==> src/cfu_pkg.sv <==
// shared types and constants for the condition flag update block
package cfu_pkg;

  // ----------------------------------------------------------------
  // widths and counts
  // ----------------------------------------------------------------
  localparam int RES_W = 32;
  localparam int DST_W = 5;
  localparam int NUM_EXT = 8;

  // ----------------------------------------------------------------
  // saturation words, used when the mode input asks for clamping
  // ----------------------------------------------------------------
  localparam logic [RES_W-1:0] SAT_POS = 32'h7fff_ffff;
  localparam logic [RES_W-1:0] SAT_NEG = 32'h8000_0000;
  localparam logic [RES_W-1:0] WORD_ZERO = 32'h0000_0000;
  localparam int MSB = RES_W - 1;

  // ----------------------------------------------------------------
  // operation classes, one-hot
  // ----------------------------------------------------------------
  typedef enum logic [5:0] {
    OP_NONE  = 6'h01,
    OP_INT   = 6'h02,
    OP_FLT   = 6'h04,
    OP_LOGIC = 6'h08,
    OP_SHIFT = 6'h10,
    OP_ABSF  = 6'h20
  } cfu_op_e;

  // ----------------------------------------------------------------
  // condition word, order as listed by the assembler
  // ----------------------------------------------------------------
  typedef struct packed {
    logic sticky_underflow;
    logic lv;
    logic uf;
    logic n;
    logic z;
    logic v;
    logic c;
  } cfu_flags_s;

  localparam cfu_flags_s FLAGS_RST = 7'h00;

  // ----------------------------------------------------------------
  // one result from the execution unit
  // ----------------------------------------------------------------
  typedef struct packed {
    logic valid;
    logic [DST_W-1:0] dst;
    cfu_op_e op;
    logic [RES_W-1:0] word;
    logic uf_ev;
    logic ov_ev;
    logic carry;
    logic neg;
    logic shift_out;
    logic shift_zero;
  } cfu_res_s;

endpackage
==> src/cfu_flag_update.sv <==
// condition flag update: status flags and destination write stage
`timescale 1ns/100ps

module cfu_flag_update #(
  parameter int NUM_EXT = cfu_pkg::NUM_EXT
) (
  input wire logic clk,
  input wire logic srst,
  input wire cfu_pkg::cfu_res_s res,
  input wire logic saturate_select,
  output cfu_pkg::cfu_flags_s condition_word,
  output logic dst_we,
  output logic [cfu_pkg::DST_W-1:0] dst_idx,
  output logic [cfu_pkg::RES_W-1:0] dst_data
);
  import cfu_pkg::*;

  // ----------------------------------------------------------------
  // elaboration checks
  // ----------------------------------------------------------------
  if (NUM_EXT < 1 || NUM_EXT > (1 << DST_W)) begin : g_bad_ext
    $error("NUM_EXT out of range for the destination index");
  end

  // ----------------------------------------------------------------
  // result decode
  // ----------------------------------------------------------------
  wire is_int;
  wire is_flt;
  wire is_logic;
  wire is_shift;
  wire is_absf;
  wire is_arith;
  wire is_bitwise;
  wire dst_ext;
  wire upd;
  wire word_zero;
  wire sat_hit;

  assign is_int = (res.op == OP_INT);
  assign is_flt = (res.op == OP_FLT);
  assign is_logic = (res.op == OP_LOGIC);
  assign is_shift = (res.op == OP_SHIFT);
  assign is_absf = (res.op == OP_ABSF);
  assign is_arith = is_int | is_flt;
  assign is_bitwise = is_logic | is_shift;
  // dst compared as a wide number so any NUM_EXT up to the index range fits
  assign dst_ext = (int'(res.dst) < NUM_EXT);
  // a result that carries no flag class never touches the word
  assign upd = res.valid & ~(res.op == OP_NONE) & dst_ext;
  assign word_zero = (res.word == WORD_ZERO);
  // only integer overflow clamps; floating overflow has its own result
  assign sat_hit = saturate_select & is_int & res.ov_ev;

  // ----------------------------------------------------------------
  // next flag values
  // ----------------------------------------------------------------
  wire next_luf;
  wire next_lv;
  wire next_uf;
  wire next_n;
  wire next_z;
  wire next_v;
  wire next_c;
  wire arith_n;
  wire shift_c;
  cfu_flags_s next_flags;

  // absf cannot underflow, so the sticky bit just holds there
  assign next_luf = condition_word.sticky_underflow |
                    (res.uf_ev & ~is_absf);
  assign next_lv = condition_word.lv | res.ov_ev;
  assign next_uf = res.uf_ev & ~is_absf;
  assign arith_n = is_arith & res.neg;
  assign next_n = is_bitwise ? res.word[MSB] : arith_n;
  assign next_z = word_zero;
  assign next_v = res.ov_ev;
  assign shift_c = res.shift_zero ? 1'b0 : res.shift_out;
  assign next_c = is_absf ? condition_word.c :
                  is_shift ? shift_c : res.carry;

  assign next_flags = '{sticky_underflow: next_luf, lv: next_lv, uf: next_uf,
                        n: next_n, z: next_z, v: next_v, c: next_c};

  // ----------------------------------------------------------------
  // destination value
  // ----------------------------------------------------------------
  // neg gives the sign of the exact result, so it picks the clamp end
  wire [RES_W-1:0] sat_word;
  wire [RES_W-1:0] next_data;

  assign sat_word = res.neg ? SAT_NEG : SAT_POS;
  assign next_data = sat_hit ? sat_word : res.word;

  // ----------------------------------------------------------------
  // registers
  // ----------------------------------------------------------------
  // flags and write share one edge, so a reader never sees them split
  always_ff @(posedge clk) begin
    if (srst) begin
      condition_word <= FLAGS_RST;
    end else if (upd) begin
      condition_word <= next_flags;
    end
  end

  always_ff @(posedge clk) begin
    if (srst) begin
      dst_we <= 1'b0;
      dst_idx <= '0;
      dst_data <= WORD_ZERO;
    end else begin
      dst_we <= res.valid;
      dst_idx <= res.dst;
      dst_data <= next_data;
    end
  end
endmodule

==> config.mk <==
export PLATFORM = sky130hd
export DESIGN_NAME = cfu_flag_update
export DESIGN_NICKNAME = d
export VERILOG_FILES = /design/src/cfu_pkg.sv /design/src/cfu_flag_update.sv
export SDC_FILE = /design/constraint.sdc
export NUM_CORES = 1
export LEC_CHECK = 0
export ABC_AREA = 1
export CAP_MARGIN = 20
export CORE_ASPECT_RATIO = 0.6
export CORE_MARGIN = 1
export CORE_UTILIZATION = 47
export CTS_CLUSTER_SIZE = 24
export DETAILED_ROUTE_END_ITERATION = 6
export DONT_BUFFER_PORTS = 1
export SETUP_SLACK_MARGIN = 0.5
export SLEW_MARGIN = 20
export SYNTH_ARGS = -nofsm -noshare
export SYNTH_HDL_FRONTEND = slang
export SYNTH_SLANG_ARGS = --single-unit
export TNS_END_PERCENT = 100
==> constraint.sdc <==
create_clock -name clk -period 1.5 [get_ports clk]
set_input_delay 0.3 -clock clk [delete_from_list [all_inputs] [get_ports clk]]
set_output_delay 0.3 -clock clk [all_outputs]
set_load 0.02 [all_outputs]
## Word-level counts from Yosys, hierarchy flattened

Index checks and enable logic that the tools add are counted.

| operators by class | value |
|---|---|
| $add $sub $neg | 0 |
| multiply operators | 0 |
| div/mod/pow operators | 0 |
| magnitude comparators | 1 |
| equal/unequal tests | 6 |
| shift operators | 0 |
| muxes and demuxes | 5 |
| bitwise gates (word level) | 12 |
| reductions and logical operators | 2 |

Operators with widths:

| operator | count |
|---|---|
| $mux 32 | 2 |
| $logic_not 32->1 | 1 |
| $and 1x1->1 | 6 |
| $eq 6x1->1 const B | 1 |
| $eq 6x2->1 const B | 1 |
| $eq 6x3->1 const B | 1 |
| $eq 6x4->1 const B | 1 |
| $eq 6x5->1 const B | 1 |
| $eq 6x6->1 const B | 1 |
| $lt 5x4->1 const B | 1 |
| $or 1x1->1 | 4 |
| $mux 1 | 3 |
| $not 1->1 | 2 |
| $reduce_and 2->1 | 1 |

| word-level totals | value |
|---|---|
| register bits after elaboration | 45 |
| latch bits | 0 |
| bits in writable memories | 0 |
| bits in read-only memories | 0 |
| input bits | 53 |
| output and inout bits | 45 |
| logic and storage cells | 36 |
| memories | 0 |

## Logic depth before layout (Yosys ltp)

| depth | value |
|---|---|
| depth after elaboration | 5 |
| mapped depth | 8 |
| depth with buffers taken out | 8 |

## Least setup slack after synthesis

Ideal clock, no wire load.

| path | value |
|---|---|
| kind | input to register |
| start point | input res[43] (netlist name) |
| end point | register dst_data[19] (netlist name) |
| library setup time | 0.135 ns |
| arrival time | 1.063 ns |
| setup slack | 0.303 ns |
| cell stages on the path | 7 |
| buffers on the path | 1 |
| cells stage by stage | nor2_2 nand3_2 nor2_4 inv_1 clkbuf_8 nand2_1 a21oi_2 |

| between the ends | value |
|---|---|
| word-level cells in the longest chain between the ends | 4 |

Ends and longest elaborated chain:

| what | RTL line | RTL |
|---|---|---|
| start, declared | cfu_flag_update.sv:9 | `input wire cfu_pkg::cfu_res_s res,` |
| $eq 6x2->1 | cfu_flag_update.sv:40 | `assign is_int = (res.op == OP_INT);` |
| $and 1x1->1 (2 in a row) | cfu_flag_update.sv:53 | `assign sat_hit = saturate_select & is_int & res.ov_ev;` |
| $mux 32 | cfu_flag_update.sv:93 | `assign next_data = sat_hit ? sat_word : res.word;` |
| end signal, assigned | cfu_flag_update.sv:115 | `dst_data <= next_data;` |
| end, declared | cfu_flag_update.sv:14 | `output logic [cfu_pkg::RES_W-1:0] dst_data` |

No other way between the ends.
A chain may end at the register's enable or synchronous reset.

## Worst setup path in the final report

| path | value |
|---|---|
| start point | input res[39] (netlist name) |
| end point | register dst_data[29] (netlist name) |

Same word-level chain as after synthesis.

==> flow_summary.ini <==
[outcome]
outcome = complete, no violations

[setup_path]
worstPathCellList = inv_1, nor2_1, nand3_2, nor2_4, buf_12, nand2_4, a21oi_1
cp-end-kind = flop
worst_path_max_delay_cell = a21oi_1
crit_fanout = 16
rr_worst_depth = 2
r2r_setup_slack_ns = 0.83
cp-start-kind = input port
slowest_delay_ns = 0.20
path_class = in -> reg
cp.required_ns = 1.72
worst_ep_arrival_time_ns = 1.23

[global_route]
grt_usage_pct = 19.8
antenna_found_initial = 0
grt_pass1_vias = 1261
grt-ovfl-total = 0
grt_pass1_wl_um = 5870
grt_max_degree = 44

[floorplanning]
die_area_um2 = 3930
placementRows = 16
core_area_um2 = 3380
die_w_um = 80.2
initial_core_util_pct = 51.0
die_y_um = 48.9
io_pins = 98

[cts]
cts_tree = yes
cts_hold_buf = 0
clk_latency_ns = 0.29
clock_path_buffers = 2
cts_sinks = 45
htree_levels = 2
clock-root-buffer = clkbuf_8
path_clk_slew_ns = 0.08
cts_made_buffers = 5

[detailed_routing]
firstDrtPassIters = 4
num_vias = 1392
wirelength_um = 4100
post_drt_wl_per_cell_um = 15.3
via_per_inst = 5.21
drt_iter0_drc = 66
drtAntennaViolNets = 0
drc = 0

[logic_synthesis]
synth_top_area_cell = dfxtp_1
yosys-top-cells-count = 60 x nand2_1, 45 x dfxtp_1, 38 x nor2_1
ys_ff_latch = 45
yosys.area.top_type_share_pct = 52.2
ys_seq_area_share_pct = 52.2
netlist_instances = 222
avgSynthCellArea_um2 = 7.77
yosysMostFrequentCell = nand2_1
ys_types = 19
synth_nets = 275
ys.warnings.count = 0
synthArstFlopShare_pct = 0
synth_area_um2 = 1730
synth_edf_count = 0
synth_ff_type = dfxtp_1
synth_area_leaders = dfxtp_1 52%, nand2_1 13%, a21oi_1 9.0%, nor2_1 8.3%, inv_1 3.9%

[power_and_ir_drop]
intPower_mw = 1.81
p_clk_share_pct = 37.6
p_per_area_nw_per_um2 = 1190
total_power_mw = 2.36
power_switching_uw = 554
p_seq_share_pct = 57.4
irDropWorstVdd_uv = 566
combPwrFrac_pct = 5.0
leakage_nw = 0.887
swShare_pct = 23.5

[timing]
finalWorstSetupSlack_ns = 0.487
drv_slew = 0
fin_crit_sh_pct = 67.6
final-setup-viol-count = 0
setup_tns_ns = 0
min_period_ns = 1.01
clock_skew_ns = 0
fmax_mhz = 987
final_hold_viol_count = 0
relSlewSlack_pct = 80.8
grt_setup_unrepaired = yes
worst_pin_slew_ns = 0.287

[finish]
n_antenna_cell = 0
final_area_um2 = 1980
drive_gt1_share_pct = 33.3
finalNetCount = 274
final_util_pct = 58.6
area_delta_synth_final_pct = 14.9
nFillCells = 310

[run]
cap_violations = 0

[placement]
hpwl_um = 2800
post_dp_cell_area_um2 = 1720
port_buffers = 0
routabilityCongestion = 0.662
pre_cts_ws_ns = 0.151

[min_path]
hold_depth = 1
worstHoldPathType = in -> reg
## power by group through the flow
stage / registers (mW) / clock network, mW / logic [mW]
6_report: 1.36 / 0.887 / 0.118
5_1_grt: 1.36 / 0.957 / 0.137
4_1_cts: 1.37 / 0.907 / 0.113
3_5_place_dp: 1.39 / 0 / 0.112
3_3_place_gp: 1.39 / 0 / 0.105
2_1_floorplan: 1.38 / 0 / 0.111
## layout by cell type (no fill, tap or decap), drive strengths merged, types with 2 or more instances in the layout
cell     n
a21oi   36
buf      2
clkbuf   6
dfxtp   45
inv     18
nand2   62
nand3    4
nor2    41
o21ai    2
## layer usage
layer / global-route usage (%) / part of all wire [%] / vias to the layer above
li1: - / - / 684
met1: 22.9 / 41 / 628
met2: 32.2 / 46 / 77
met3: 11.0 / 12 / 3
met4: 3.87 / 0.24 / 0
met5: 0 / 0 / -
## layout make-up
type / count / area (um2) / share of cell area [%]
sequential: 45 / 995 / 50.2
multi-input combinational: 149 / 719 / 36.3
clock buffer: 6 / 72.6 / 3.66
inverter: 18 / 72.6 / 3.66
tap: 45 / 56.3 / 2.84
clock inverter: 2 / 38.8 / 1.96
timing repair buffer: 2 / 27.5 / 1.39
## worst max-delay path: cells and delay by family
| kind | cells | cell delay [ns] |
|---|---|---|
| AND/OR/NAND/NOR | 4 | 0.57 |
| AO/OA/AOI/OAI | 1 | 0.20 |
| buffers and inverters | 2 | 0.17 |
## final timing paths
path | start | to
worst max-delay path | res[39] | dst_data[29]
worst min-delay path | srst | condition_word[5]
worst min register to register | condition_word[5] | condition_word[5]
worst max register to register | condition_word[3] | condition_word[3]
## flip-flops by register name (all words and copies together) (netlist names)
name	flops
dst_we	1
dst_idx	5
dst_data	32
condition_word	7
## cells by family (layout without fill, tap and decap cells)
kind of cell,Yosys count,in the layout,share of synthesized area [%]
AOI/OAI and AO/OA,39,39,12.7
and+or+nand+nor,109,110,25.9
buffers and inverters,29,28,9.21
DFF,45,45,52.2
## stage by stage
step | instances | hold slack (ns)
final | 267 | 0.0650
after global routing | 267 | 0.0450
after CTS | 264 | 0.0511
after detailed placement | 256 | 0.371
after global placement | 256 | 0.369
after floorplan | 222 | 0.407
## repair_timing
item,in CTS,in global routing
gates cloned,0,1
setup endpoints to repair,65,31
buffers inserted,0,2
pin swaps,1,2
gates resized for setup,47,18
Note: power is estimated with default switching activity, not from simulation.
